--- src/verilog/hdp_defs.svh ---
// constants of the headend downstream profile scheduler
// assumes one receive clock and a synchronous active-high reset
`ifndef HDP_DEFS_SVH
`define HDP_DEFS_SVH

`define HDP_PROF_W 2
`define HDP_MASK_W 4
`define HDP_MODEM_W 2
`define HDP_CHAN_W 1
`define HDP_SID_W 4
`define HDP_ENT_W 3
`define HDP_MAP_AW 5
`define HDP_CNT_W 16

`define HDP_PROF_COMMON 2'h0
`define HDP_PROF_NEXT1 2'h1
`define HDP_PROF_NEXT2 2'h2
`define HDP_PROF_NEXT3 2'h3

`define HDP_MASK_RST 4'h1
`define HDP_MASK_NONE 4'h0
`define HDP_MASK_ONE 4'h1
`define HDP_CNT_ONE 16'h0001
`define HDP_CNT_RST 16'h0000

`endif

--- src/verilog/hdp_pkg.sv ---
// types of the headend downstream profile scheduler
// assumes hdp_defs.svh is on the include path
`include "hdp_defs.svh"
package hdp_pkg;

  // =========================================================
  // message kinds
  typedef enum logic [2:0] {
    k_data,
    k_mgmt_uc,
    k_mgmt_bc,
    k_chan_desc,
    k_prof_desc
  } hdp_kind_t;

  // =========================================================
  // carriers
  typedef struct packed {
    hdp_kind_t kind;
    logic [`HDP_MODEM_W-1:0] modem;
    logic [`HDP_CHAN_W-1:0] chan;
    logic [`HDP_SID_W-1:0] sid;
    logic [`HDP_PROF_W-1:0] desc;
  } hdp_req_t;

  typedef struct packed {
    logic [`HDP_MODEM_W-1:0] modem;
    logic [`HDP_CHAN_W-1:0] chan;
    logic [`HDP_MASK_W-1:0] mask;
    logic trans_valid;
    logic [`HDP_PROF_W-1:0] trans_id;
  } hdp_asg_t;

  typedef struct packed {
    logic [`HDP_SID_W-1:0] sid;
    logic [`HDP_CHAN_W-1:0] chan;
    logic [`HDP_PROF_W-1:0] prof;
  } hdp_map_t;

  typedef struct packed {
    hdp_kind_t kind;
    logic phy_link_channel;
    logic [`HDP_MODEM_W-1:0] modem;
    logic [`HDP_CHAN_W-1:0] chan;
    logic [`HDP_PROF_W-1:0] prof;
    logic [`HDP_PROF_W-1:0] desc;
  } hdp_tx_t;

endpackage

--- src/verilog/hdp_mem.sv ---
// small memory holding the stream-to-profile map
// assumes one clock; read data come out of a register one cycle later
module hdp_mem #(
  parameter int W = 2,
  parameter int AW = 5
) (
  input wire logic clk_i,
  input wire logic sys_rst_i,
  input wire logic we_i,
  input wire logic [AW-1:0] waddr_i,
  input wire logic [W-1:0] wdata_i,
  input wire logic [AW-1:0] raddr_i,
  output logic [W-1:0] rdata_o
);

  logic [W-1:0] mem_q [(1 << AW)-1:0];

  always_ff @(posedge clk_i)
  begin
    if (we_i)
    begin
      mem_q[waddr_i] <= wdata_i;
    end
  end

  always_ff @(posedge clk_i)
  begin
    if (sys_rst_i)
    begin
      rdata_o <= '0;
    end
    else
    begin
      rdata_o <= mem_q[raddr_i];
    end
  end

endmodule

--- src/verilog/hdp_sched.sv ---
// headend side downstream profile scheduler: picks the profile and the
// phy link channel copy for every outgoing message
// assumes requests, assignments and map writes are synchronous to clk_i
`include "hdp_defs.svh"
module hdp_sched (
  input wire logic clk_i,
  input wire logic sys_rst_i,
  input wire logic req_valid_i,
  input wire hdp_pkg::hdp_req_t req_i,
  output logic req_ready_o,
  input wire logic asg_we_i,
  input wire hdp_pkg::hdp_asg_t asg_i,
  input wire logic map_we_i,
  input wire hdp_pkg::hdp_map_t map_i,
  output logic tx_valid_o,
  output hdp_pkg::hdp_tx_t tx_o,
  output logic drop_o,
  output logic [`HDP_CNT_W-1:0] drop_cnt_o
);

  localparam int NENT = 1 << `HDP_ENT_W;
  localparam int NMAP = 1 << `HDP_MAP_AW;

  typedef enum logic [1:0] {
    st_idle,
    st_look,
    st_dup
  } hdp_state_t;

  // =========================================================
  // functions
  function automatic logic [`HDP_ENT_W-1:0] ent(
    input logic [`HDP_MODEM_W-1:0] m,
    input logic [`HDP_CHAN_W-1:0] c
  );
    return {m, c};
  endfunction

  function automatic logic [`HDP_PROF_W-1:0] first_prof(
    input logic [`HDP_MASK_W-1:0] m
  );
    logic [`HDP_PROF_W-1:0] p;
    p = `HDP_PROF_COMMON;
    for (int i = `HDP_MASK_W - 1; i >= 0; i--)
    begin
      if (m[i])
      begin
        p = `HDP_PROF_W'(i);
      end
    end
    return p;
  endfunction

  function automatic logic [`HDP_MASK_W-1:0] bit_of(
    input logic [`HDP_PROF_W-1:0] p
  );
    return `HDP_MASK_W'(`HDP_MASK_ONE << p);
  endfunction

  // =========================================================
  // state
  hdp_state_t state_q;
  hdp_state_t state_d;
  hdp_pkg::hdp_req_t req_q;
  hdp_pkg::hdp_tx_t tx_d;
  logic tx_valid_d;
  logic drop_d;
  logic ready_q;
  logic [NENT-1:0][`HDP_MASK_W-1:0] mask_q;
  logic [NENT-1:0] tvld_q;
  logic [NENT-1:0][`HDP_PROF_W-1:0] tid_q;
  logic [NMAP-1:0] mapped_q;
  logic [`HDP_CNT_W-1:0] drop_cnt_q;
  logic [`HDP_PROF_W-1:0] map_rdata;

  // =========================================================
  // assignment copy per modem and channel
  genvar g;
  generate
    for (g = 0; g < NENT; g++)
    begin : g_ent
      always_ff @(posedge clk_i)
      begin
        if (sys_rst_i)
        begin
          mask_q[g] <= `HDP_MASK_RST;
          tvld_q[g] <= 1'b0;
          tid_q[g] <= `HDP_PROF_COMMON;
        end
        else if (asg_we_i && ent(asg_i.modem, asg_i.chan) == g)
        begin
          mask_q[g] <= asg_i.mask;
          tvld_q[g] <= asg_i.trans_valid;
          tid_q[g] <= asg_i.trans_id;
        end
      end
    end
  endgenerate

  // =========================================================
  // stream to profile map
  wire accept = req_valid_i && ready_q;
  wire [`HDP_MAP_AW-1:0] map_waddr = {map_i.sid, map_i.chan};
  wire [`HDP_MAP_AW-1:0] map_raddr = accept ? {req_i.sid, req_i.chan}
                                            : {req_q.sid, req_q.chan};

  hdp_mem #(
    .W(`HDP_PROF_W),
    .AW(`HDP_MAP_AW)
  ) u_map (
    .clk_i(clk_i),
    .sys_rst_i(sys_rst_i),
    .we_i(map_we_i),
    .waddr_i(map_waddr),
    .wdata_i(map_i.prof),
    .raddr_i(map_raddr),
    .rdata_o(map_rdata)
  );

  always_ff @(posedge clk_i)
  begin
    if (sys_rst_i)
    begin
      mapped_q <= '0;
    end
    else if (map_we_i)
    begin
      mapped_q[map_waddr] <= 1'b1;
    end
  end

  // =========================================================
  // profile decision
  wire [`HDP_ENT_W-1:0] ri = ent(req_q.modem, req_q.chan);
  wire [`HDP_MASK_W-1:0] excl = tvld_q[ri] ? bit_of(tid_q[ri])
                                           : `HDP_MASK_NONE;
  // transition profile is never a target for traffic
  wire [`HDP_MASK_W-1:0] recv = mask_q[ri] & ~excl;
  wire map_hit = mapped_q[{req_q.sid, req_q.chan}];
  // one profile per stream id and channel, so every flow on it agrees
  wire [`HDP_PROF_W-1:0] data_prof = map_hit ? map_rdata
                                             : `HDP_PROF_COMMON;
  wire data_ok = recv[data_prof];
  wire uc_ok = |recv;
  wire [`HDP_PROF_W-1:0] uc_prof = first_prof(recv);
  wire is_data = req_q.kind == hdp_pkg::k_data;
  wire is_uc = req_q.kind == hdp_pkg::k_mgmt_uc;
  wire is_cd = req_q.kind == hdp_pkg::k_chan_desc;
  wire is_pd = req_q.kind == hdp_pkg::k_prof_desc;
  wire look_drop = (is_data && !data_ok) || (is_uc && !uc_ok);
  // channel descriptor twice; profile descriptor of the common one twice
  wire look_dup = is_cd || (is_pd && req_q.desc == `HDP_PROF_COMMON);
  wire [`HDP_PROF_W-1:0] look_prof = is_data ? data_prof
                                   : is_uc ? uc_prof
                                   : `HDP_PROF_COMMON;

  always_comb
  begin
    state_d = state_q;
    tx_d = tx_o;
    tx_valid_d = 1'b0;
    drop_d = 1'b0;
    unique case (state_q)
      st_idle:
      begin
        if (accept)
        begin
          state_d = st_look;
        end
      end
      st_look:
      begin
        tx_d.kind = req_q.kind;
        tx_d.modem = req_q.modem;
        tx_d.chan = req_q.chan;
        tx_d.desc = req_q.desc;
        tx_d.prof = look_prof;
        tx_d.phy_link_channel = is_cd;
        tx_valid_d = !look_drop;
        drop_d = look_drop;
        state_d = (look_dup && !look_drop) ? st_dup : st_idle;
      end
      st_dup:
      begin
        // second copy swaps between phy link channel and common profile
        tx_d.phy_link_channel = !tx_o.phy_link_channel;
        tx_d.prof = `HDP_PROF_COMMON;
        tx_valid_d = 1'b1;
        state_d = st_idle;
      end
    endcase
  end

  always_ff @(posedge clk_i)
  begin
    if (sys_rst_i)
    begin
      state_q <= st_idle;
      ready_q <= 1'b1;
      req_q <= '0;
      tx_o <= '0;
      tx_valid_o <= 1'b0;
      drop_o <= 1'b0;
    end
    else
    begin
      state_q <= state_d;
      ready_q <= state_d == st_idle;
      if (accept)
      begin
        req_q <= req_i;
      end
      tx_o <= tx_d;
      tx_valid_o <= tx_valid_d;
      drop_o <= drop_d;
    end
  end

  always_ff @(posedge clk_i)
  begin
    if (sys_rst_i)
    begin
      drop_cnt_q <= `HDP_CNT_RST;
    end
    else if (drop_d)
    begin
      drop_cnt_q <= drop_cnt_q + `HDP_CNT_ONE;
    end
  end

  assign req_ready_o = ready_q;
  assign drop_cnt_o = drop_cnt_q;

  // =========================================================
  // checks
  wire [`HDP_ENT_W-1:0] ti = ent(tx_o.modem, tx_o.chan);
  wire tx_data = tx_valid_o && tx_o.kind == hdp_pkg::k_data;
  wire tx_uc = tx_valid_o && tx_o.kind == hdp_pkg::k_mgmt_uc;

  property p_no_trans;
    @(posedge clk_i) disable iff (sys_rst_i)
      tx_data && !$past(asg_we_i) |->
        !(tvld_q[ti] && tid_q[ti] == tx_o.prof);
  endproperty
  a_no_trans: assert property (p_no_trans)
    else $error("data sent on transition profile");

  property p_uc_recv;
    @(posedge clk_i) disable iff (sys_rst_i)
      (tx_uc || tx_data) && !$past(asg_we_i) |->
        mask_q[ti][tx_o.prof];
  endproperty
  a_uc_recv: assert property (p_uc_recv)
    else $error("message on profile the modem does not receive");

  property p_bc_common;
    @(posedge clk_i) disable iff (sys_rst_i)
      tx_valid_o && tx_o.kind == hdp_pkg::k_mgmt_bc |->
        tx_o.prof == `HDP_PROF_COMMON && !tx_o.phy_link_channel
        ##1 !(tx_valid_o && tx_o.kind == hdp_pkg::k_mgmt_bc);
  endproperty
  a_bc_common: assert property (p_bc_common)
    else $error("broadcast message not single on common profile");

  property p_cd_pair;
    @(posedge clk_i) disable iff (sys_rst_i)
      tx_valid_o && tx_o.kind == hdp_pkg::k_chan_desc && tx_o.phy_link_channel |=>
        tx_valid_o && tx_o.kind == hdp_pkg::k_chan_desc && !tx_o.phy_link_channel &&
        tx_o.prof == `HDP_PROF_COMMON && $stable(tx_o.chan);
  endproperty
  a_cd_pair: assert property (p_cd_pair)
    else $error("channel descriptor not repeated on common profile");

  property p_pd_common;
    @(posedge clk_i) disable iff (sys_rst_i)
      tx_valid_o && tx_o.kind == hdp_pkg::k_prof_desc && !tx_o.phy_link_channel |->
        tx_o.prof == `HDP_PROF_COMMON;
  endproperty
  a_pd_common: assert property (p_pd_common)
    else $error("profile descriptor off the common profile");

  property p_pd_plc;
    @(posedge clk_i) disable iff (sys_rst_i)
      tx_valid_o && tx_o.kind == hdp_pkg::k_prof_desc && tx_o.phy_link_channel |->
        tx_o.desc == `HDP_PROF_COMMON && $past(tx_valid_o) &&
        !$past(tx_o.phy_link_channel);
  endproperty
  a_pd_plc: assert property (p_pd_plc)
    else $error("wrong profile descriptor on phy link channel");

  property p_stream;
    @(posedge clk_i) disable iff (sys_rst_i)
      state_q == st_look && is_data && map_hit && data_ok |=>
        tx_valid_o && tx_o.prof == $past(map_rdata);
  endproperty
  a_stream: assert property (p_stream)
    else $error("stream sent off its mapped profile");

  property p_answer;
    @(posedge clk_i) disable iff (sys_rst_i)
      accept |=> !req_ready_o ##[1:2] (tx_valid_o || drop_o);
  endproperty
  a_answer: assert property (p_answer)
    else $error("request not answered in time");

  property p_rst_common;
    @(posedge clk_i)
      $past(sys_rst_i) && !sys_rst_i |-> mask_q[0] == `HDP_MASK_RST;
  endproperty
  a_rst_common: assert property (p_rst_common)
    else $error("assignment not common profile after reset");

endmodule

--- config.mk ---
export PLATFORM = sky130hd
export DESIGN_NAME = hdp_sched
export DESIGN_NICKNAME = d
export VERILOG_FILES = /design/src/verilog/hdp_pkg.sv /design/src/verilog/hdp_mem.sv /design/src/verilog/hdp_sched.sv
export VERILOG_INCLUDE_DIRS = /design/src /design/src/verilog
export SDC_FILE = /design/constraint.sdc
export NUM_CORES = 1
export LEC_CHECK = 0
export BUFFER_PORTS_ARGS = -buffer_cell sky130_fd_sc_hd__buf_2
export CAP_MARGIN = 5
export CORE_MARGIN = 5
export CORE_UTILIZATION = 50
export CTS_CLUSTER_DIAMETER = 50
export CTS_CLUSTER_SIZE = 20
export DETAILED_ROUTE_END_ITERATION = 8
export PLACE_DENSITY = 0.68
export SYNTH_ARGS = -nofsm -noshare
export SYNTH_HDL_FRONTEND = slang
export SYNTH_HIERARCHICAL = 1
export SYNTH_SLANG_ARGS = --single-unit
--- constraint.sdc ---
create_clock -name clk_i -period 5.83 [get_ports clk_i]
set_input_delay 0.583 -clock clk_i [delete_from_list [all_inputs] [get_ports clk_i]]
set_output_delay 0.583 -clock clk_i [all_outputs]
set_load 0.01 [all_outputs]
==> impl_metrics.ini, run 1 <==
[job]
maxCapViolations = 0

[placed_design]
hpwl_um = 12600
globalplace.congestion = 0.802
portBuffers = 63
placed_cell_area_um2 = 9060

[final_layout]
syn2layout_area_growth_pct = 11.5
drive_above_1_share_pct = 15.3
post-route-util_pct = 56.4
antenna_cells = 0
design_area_um2 = 9650
nNetsFinal = 899

[logic_synthesis]
synthCells = 819
ys_seq_area_share_pct = 53.2
ys_warn_count = 6
async_reset_ff_share_pct = 0
synth_edf_count = 64
synth_top_area_share_pct = 31.0
synth-seq-cells = 198
ys.flop_type = dfxtp_1
synth.area.top_cells = dfxtp_1, edfxtp_1, mux2i_1
synth_cell_types = 60
synth_nets = 856
yosys.area.top_type = dfxtp_1
syn_avg_cell_area_um2 = 10.6
synth_common_cells = dfxtp_1, nor2_1, nand2_1
yosysMostFrequentCell = dfxtp_1
synth_area_um2 = 8650

[critical_path]
cpLargestDelayFamily = compound AO/OA/AOI/OAI gates
worst_ep_arrival_time_ps = 4400
path_max_fanout = 23
cp-start-kind = flop
cpMostUsedCell = nor2_1
crit_buf_inv = 1
r2r_start = req_q[6]$_SDFFE_PP0P_
critical-path-max-stage-delay_ps = 860
r2r_cells = 10
cp_slowest_cell = dfxtp_1
r2r-end = drop_cnt_o[0]$_SDFFE_PP0P_
worst_setup_path_end_kind = flop
reg2reg_slack_ps = 1750
cp_cell_sequence = buf_4, mux4_2, mux2i_1, nor3b_1, nor2_1, o21ai_0, o311a_1, a31oi_2, nor2_1, mux2_2
critical_path_class = flop to flop
crit_required_ps = 6150

[sta]
hold_violations = 0
fmax_ghz = 0.245
clock_skew_ps = 10.3
post-route-min-period_ps = 4080
drv_slew = 0
setup_viol = 0
relSlewSlack_pct = 26.2
worst_pin_slew_ps = 1100
fin_crit_sh_pct = 70.1
rsz0062_at_grt = no
setup-tns-final_ps = 0
fin_worst_hold_slack_ps = 388

[pwr]
p_leak_uw = 0.00339
ir_worst_vdd_uv = 216
p_per_area_nw_per_um2 = 303

[grt]
grt_first_pass_wirelength_um = 32300
grtUsageTotal_pct = 20.2
grt_max_degree = 95
antenna_found_initial = 0
grt_pass1_vias = 6083
grt_overflow_total = 0

[min_path]
min_path_cells = 3
hp-class = primary input to flop
holdCritStartpoint = req_i[1]
holdPathEnd = req_q[1]$_SDFFE_PP0P_

[drt]
routedWlPerCell_um = 18.0
drc = 0
wl_um = 19800
viasPerCell = 5.71
vias = 6276
firstDrtPassIters = 6
postRouteAntennaNets = 0
drtIter0Drc = 545

[cts]
cts_setup_buffers = 0
ctsHoldBuffers = 0
clock_latency_ps = 430
cts_root_buffer = clkbuf_16
tritoncts = yes
cts_buffer_depth = 2
ctsResizeCount = 0
cts_buffers = 17
cts.sink_count = 198
clkTransAtPathRegs_ps = 70
htreeDepth = 4

[die]
row_count = 48
core_area_um2 = 17100
fp.dieW_um = 142
dieArea_um2 = 20000
die_h_um = 142
ios = 64
initial_core_util_pct = 50.5

[status]
outcome = completed
[layout by cell type, fill, tap and decap left out, types with 14 or more instances in the layout]
| cell type | n |
|---|---|
| mux2i_1 | 58 |
| mux4_2 | 18 |
| buf_2 | 62 |
| nand2_1 | 117 |
| a21oi_1 | 90 |
| dfxtp_1 | 134 |
| clkbuf_16 | 17 |
| nor2_1 | 123 |
| edfxtp_1 | 64 |
| nand3_1 | 14 |
[through the flow]
| step | total power [µW] | instances | setup slack [ps] |
|---|---|---|---|
| floorplan | 1690 | 819 | 2890 |
| global placement | 1770 | 1068 | 1820 |
| detailed placement | 1770 | 1068 | 1720 |
| CTS | 2940 | 1100 | 1750 |
| global route | 3030 | 1100 | 1440 |
| finish | 2930 | 1100 | 1750 |
[final cells by class]
type,count,area [µm²]
Fill cell,1484,7470
Multi-Input combinational cell,570,3800
Timing Repair Buffer,67,348
Tap cell,225,282
Sequential cell,198,4600
Clock buffer,19,433
Clock inverter,13,155
Inverter,8,30.0
[where the power goes]
group | switching (µW) | total, µW | leakage [µW] | internal [µW]
Clock | 511 | 1180 | 0.000273 | 673
Combinational | 157 | 259 | 0.00145 | 102
Sequential | 31.9 | 1480 | 0.00166 | 1450
[flip-flops by register name (all words and copies together) (netlist names)]
name,count
drop_o,1
mask_q,32
tvld_q,8
drop_cnt_o,16
mapped_q,32
state_q,2
tid_q,16
req_q,12
u_map/mem_q,64
u_map/rdata_o,2
tx_o,11
req_ready_o,1
tx_valid_o,1
[worst max-delay path by stage]
stage,startpoint,depth (start not counted),endpoint,slack [ps]
finish,req_q[6]$_SDFFE_PP0P_,10,drop_cnt_o[0]$_SDFFE_PP0P_,1750
CTS,req_q[6]$_SDFFE_PP0P_,9,drop_cnt_o[0]$_SDFFE_PP0P_,1750
global route,req_q[6]$_SDFFE_PP0P_,10,drop_cnt_o[0]$_SDFFE_PP0P_,1440
floorplan,req_q[6]$_SDFFE_PP0P_,11,drop_cnt_o[12]$_SDFFE_PP0P_,2890
detailed placement,req_q[6]$_SDFFE_PP0P_,9,drop_cnt_o[0]$_SDFFE_PP0P_,1720
global placement,req_q[6]$_SDFFE_PP0P_,9,drop_cnt_o[0]$_SDFFE_PP0P_,1820
[routing by layer]
layer  GRT usage [%]  wire length (µm)  vias to the layer above
li1                -                 -                     3048
met1            27.8              9180                     3068
met2            33.3              9640                      146
met3            4.21               861                       14
met4            4.24               161                        0
met5               0                 0                        -
[cells by family after synthesis]
group / Yosys count / synth area share, %
muxes: 97 / 16.1
AOI/OAI and AO/OA: 136 / 9.55
and+or+nand+nor: 334 / 17.8
buffers and inverters: 51 / 2.89
adders and majority gates: 3 / 0.434
DFF: 198 / 53.2
[worst min-delay path, cell delays in order]
cell and delay, ps:
buf_2 90, nand2_1 40, a21oi_1 50
No activity file was read; power rests on OpenSTA's default activity.
==> run 2, diff against run 1 <==
- clock period: 5.83 -> 4.2 ns (I/O delays scaled with it)
==> impl_metrics.ini, run 2 (synthesis results as in run 1) <==
[cts]
cts_buffer_depth = 2
cts_buffers = 17
cts.sink_count = 198
clkTransAtPathRegs_ps = 70
clock_latency_ps = 430
ctsResizeCount = 0
cts_setup_buffers = 0
htreeDepth = 4
ctsHoldBuffers = 0
tritoncts = yes
cts_root_buffer = clkbuf_16

[critical_path]
worst_setup_path_end_kind = flop
r2r_cells = 11
path_depth = 11
critical-path-max-stage-delay_ps = 580
cp-startpoint = req_q[6]$_SDFFE_PP0P_
setup.worst_path.end = drop_cnt_o[13]$_SDFFE_PP0P_
r2r-end = drop_cnt_o[13]$_SDFFE_PP0P_
cpMostUsedCell = buf_4
worst_ep_arrival_time_ps = 3840
cp_slowest_cell = mux4_2
crit_required_ps = 4560
path_max_fanout = 19
r2r_start = req_q[6]$_SDFFE_PP0P_
reg2reg_slack_ps = 720
cp_cell_sequence = buf_4, mux4_2, mux2i_4, a31o_2, nand2_1, or2_1, nor4b_4, a31oi_2, buf_4, or4_1, a21oi_1
cp-start-kind = flop
cpLargestDelayFamily = simple AND/OR/NAND/NOR gates
crit_buf_inv = 2
critical_path_class = flop to flop

[status]
outcome = completed

[sta]
worst_pin_slew_ps = 1210
relSlewSlack_pct = 19.0
fin_crit_sh_pct = 82.8
setup-tns-final_ps = 0
drv_slew = 0
fmax_ghz = 0.287
clock_skew_ps = 6.43
rsz0062_at_grt = no
setup_viol = 0
hold_violations = 0
post-route-min-period_ps = 3480

[min_path]
hp-class = primary input to flop

[grt]
grt_first_pass_wirelength_um = 31400
antenna_found_initial = 0
grt_max_degree = 65
grt_overflow_total = 0
grtUsageTotal_pct = 19.9
grt_pass1_vias = 6013

[pwr]
p_per_area_nw_per_um2 = 412
ir_worst_vdd_uv = 308
total_power_uw = 3990
p_leak_uw = 0.00341

[drt]
firstDrtPassIters = 5
drtIter0Drc = 347
routedWlPerCell_um = 17.7
postRouteAntennaNets = 0
wl_um = 19600
viasPerCell = 5.66
drc = 0
vias = 6270

[die]
ios = 64
row_count = 48
fp.dieW_um = 142
core_area_um2 = 17100
die_h_um = 142
initial_core_util_pct = 50.5
dieArea_um2 = 20000

[final_layout]
regMostFlops = u_map/mem_q
layout_commonest_cell = dfxtp_1
drive_above_1_share_pct = 16.3
nNetsFinal = 906
largestRegisters = u_map/mem_q: 64 flops, mapped_q: 32 flops, mask_q: 32 flops
final_cell_mix = dfxtp_1, nor2_1, nand2_1
antenna_cells = 0
largest_register_ffs = 64
n_fill_cell = 1477
syn2layout_area_growth_pct = 11.9

[placed_design]
portBuffers = 63
hpwl_um = 13000
globalplace.congestion = 0.858

[job]
maxCapViolations = 0
-- run 2: changes by cell type in the layout (fill, tap and decap cells not counted) --
cell        previous run  this run
buf_4                  5        12
clkinv_4               1         5
clkinvlp_2             3         0
clkinvlp_4             2         5
bufinv_16              3         1
clkbuf_1               2         0
inv_6                  2         4
clkinv_1               2         1
clkinv_2               1         0
-- run 2: final cells by class --
type	count	area (µm²)	share of cell area (%)
well taps	225	282	2.91
clock inverters	15	146	1.51
multi-input cells	570	3800	39.2
flip-flops and latches	198	4600	47.5
inverters	8	30.0	0.310
repair buffers	74	400	4.13
clock buffers	17	425	4.39
-- run 2: metal layers --
layer	part of all wire, %	track usage, %	up-vias	wire (µm)
met2	49	32.5	152	9620
met5	0	0	-	0
li1	-	-	3064	-
met4	1.9	6.77	0	379
met1	44	26.4	3024	8730
met3	4.7	4.52	30	914
-- run 2: stage by stage --
| step | cell area [µm²] | hold WS, ps | setup slack (ps) | util (%) | std cells |
|---|---|---|---|---|---|
| 2_1_floorplan | 8650 | 432 | 1260 | - | 819 |
| 3_3_place_gp | 9110 | 441 | 820 | 53.2 | 1075 |
| 3_5_place_dp | 9110 | 447 | 743 | 53.2 | 1075 |
| 4_1_cts | 9680 | 205 | 732 | 56.6 | 1107 |
| 5_1_grt | 9680 | 213 | 466 | 56.6 | 1107 |
| 6_report | 9680 | 223 | 721 | 56.6 | 1107 |
-- run 2: worst min-delay path by stage --
stage	from	end	slack, ps	cells after the start
2_1_floorplan	mask_q[28]$_SDFFE_PP1P_	mask_q[28]$_SDFFE_PP1P_	430	2
3_3_place_gp	mask_q[19]$_SDFFE_PP0P_	mask_q[19]$_SDFFE_PP0P_	440	2
3_5_place_dp	mask_q[19]$_SDFFE_PP0P_	mask_q[19]$_SDFFE_PP0P_	450	2
4_1_cts	req_i[7]	req_q[7]$_SDFFE_PP0P_	200	3
5_1_grt	req_i[9]	req_q[9]$_SDFFE_PP0P_	210	3
6_report	req_i[7]	req_q[7]$_SDFFE_PP0P_	220	3
-- run 2: report_power, final --
| part | leakage [µW] | internal (µW) | switching (µW) |
|---|---|---|---|
| sequential | 0.00166 | 2010 | 35.6 |
| clock | 0.000263 | 829 | 739 |
| combinational | 0.00149 | 148 | 229 |
-- run 2: worst min-delay path: cells and delay by family --
family	cells	cell delay, ps
AOI/OAI and AO/OA	1	50
buffers and inverters	1	90
and+or+nand+nor	1	40
==> run 3, diff against run 2 <==
- clock period: 4.2 -> 3.5 ns (I/O delays scaled with it)
==> impl_metrics.ini, run 3 (synthesis results as in run 1) <==
[die]
initial_core_util_pct = 50.5
core_area_um2 = 17100
dieArea_um2 = 20000
fp.dieW_um = 142
ios = 64
row_count = 48
die_h_um = 142

[critical_path]
worst_ep_arrival_time_ps = 3620
critical_path_class = flop to flop
cp_cell_sequence = buf_12, mux4_2, mux2i_4, a31o_2, nand2_1, or2_1, nor4b_4, a31oi_2, buf_4, or4_1, a21oi_1
crit_required_ps = 3850
worst_setup_path_end_kind = flop
cp-start-kind = flop
cp_slowest_cell = mux4_2
critical-path-max-stage-delay_ps = 520
path_max_fanout = 23

[cts]
cts.sink_count = 198
cts_buffers = 17
tritoncts = yes
cts_root_buffer = clkbuf_16
htreeDepth = 4
clock_latency_ps = 430
cts_buffer_depth = 2
clkTransAtPathRegs_ps = 70

[sta]
clock_skew_ps = 7.75
post-route-min-period_ps = 3270
relSlewSlack_pct = 26.0
drv_slew = 0
setup_viol = 0
fmax_ghz = 0.306
setup-tns-final_ps = 0
rsz0062_at_grt = no
fin_crit_sh_pct = 93.3
worst_pin_slew_ps = 1100
hold_violations = 0

[grt]
antenna_found_initial = 0
grt_first_pass_wirelength_um = 31400
grt_max_degree = 95
grt_overflow_total = 0
grt_pass1_vias = 6012
grtUsageTotal_pct = 19.8

[final_layout]
syn2layout_area_growth_pct = 12.9
final_cell_mix = dfxtp_1, nor2_1, nand2_1
antenna_cells = 0
post-route-util_pct = 57.1
nNetsFinal = 911
largest_register_ffs = 64
final_cell_count_no_fill = 1112
drive_above_1_share_pct = 16.6
largestRegisters = u_map/mem_q: 64 flops, mapped_q: 32 flops, mask_q: 32 flops
layout_commonest_cell = dfxtp_1
regMostFlops = u_map/mem_q

[drt]
drc = 0
postRouteAntennaNets = 0
vias = 6402
drtIter0Drc = 528
routedWlPerCell_um = 17.9
firstDrtPassIters = 5
wl_um = 19900
viasPerCell = 5.76

[pwr]
ir_worst_vdd_uv = 393
p_leak_uw = 0.00347
p_per_area_nw_per_um2 = 503

[min_path]
hp-class = primary input to flop

[job]
maxCapViolations = 0

[placed_design]
globalplace.congestion = 0.854
portBuffers = 63
hpwl_um = 13100
placedCellCount = 1080

[status]
outcome = completed
-- run 3: area by class of cell --
cell class / instances / area [µm²]
clock inverter: 14 / 174
sequential: 198 / 4610
tap: 225 / 282
timing repair buffer: 79 / 450
clock buffer: 18 / 429
multi-input combinational: 570 / 3800
fill: 1522 / 7350
inverter: 8 / 30.0
-- run 3: power by group --
part	switching [µW]	internal [µW]
clock network	867	1130
logic	281	183
registers	38.7	2420
total	1190	3730
-- run 3: repair_timing --
item,in CTS,in global routing
hold buffers,0,0
setup buffers,0,0
endpoints found under the setup margin,0,5
gates resized for setup,0,1
-- run 3: critical path: cells and delay by family, from the launching register on --
kind / cells / cell delay, ps
DFF: 1 / 420
and+or+nand+nor: 4 / 1170
muxes: 2 / 760
buffers and inverters: 2 / 390
AOI/OAI and AO/OA: 3 / 450
-- run 3: path summary, 6_finish.rpt --
kind | startpoint | end | slack [ps] | cells past startpoint
setup / recovery | req_q[6]$_SDFFE_PP0P_ | drop_cnt_o[13]$_SDFFE_PP0P_ | 230 | 11
setup reg to reg | req_q[6]$_SDFFE_PP0P_ | drop_cnt_o[13]$_SDFFE_PP0P_ | 230 | 11
hold / removal | req_i[1] | req_q[1]$_SDFFE_PP0P_ | 150 | 3
hold reg to reg | mask_q[29]$_SDFFE_PP0P_ | mask_q[29]$_SDFFE_PP0P_ | 450 | 2
-- run 3: stage by stage --
step / worst slack [ps] / total power [µW] / hold WS (ps) / area, µm²
global route: 60.3 / 5090 / 151 / 9770
global placement: 294 / 2960 / 439 / 9160
floorplan: 565 / 2820 / 432 / 8650
CTS: 165 / 4950 / 134 / 9770
finish: 233 / 4920 / 148 / 9770
detailed placement: 219 / 2970 / 444 / 9160
-- run 3: metal layers --
layer / wire, µm / global-route usage [%] / up-vias
li1: - / - / 3076
met1: 8570 / 25.7 / 3108
met2: 9820 / 33.7 / 183
met3: 1100 / 4.11 / 35
met4: 400 / 5.71 / 0
met5: 0 / 0 / -
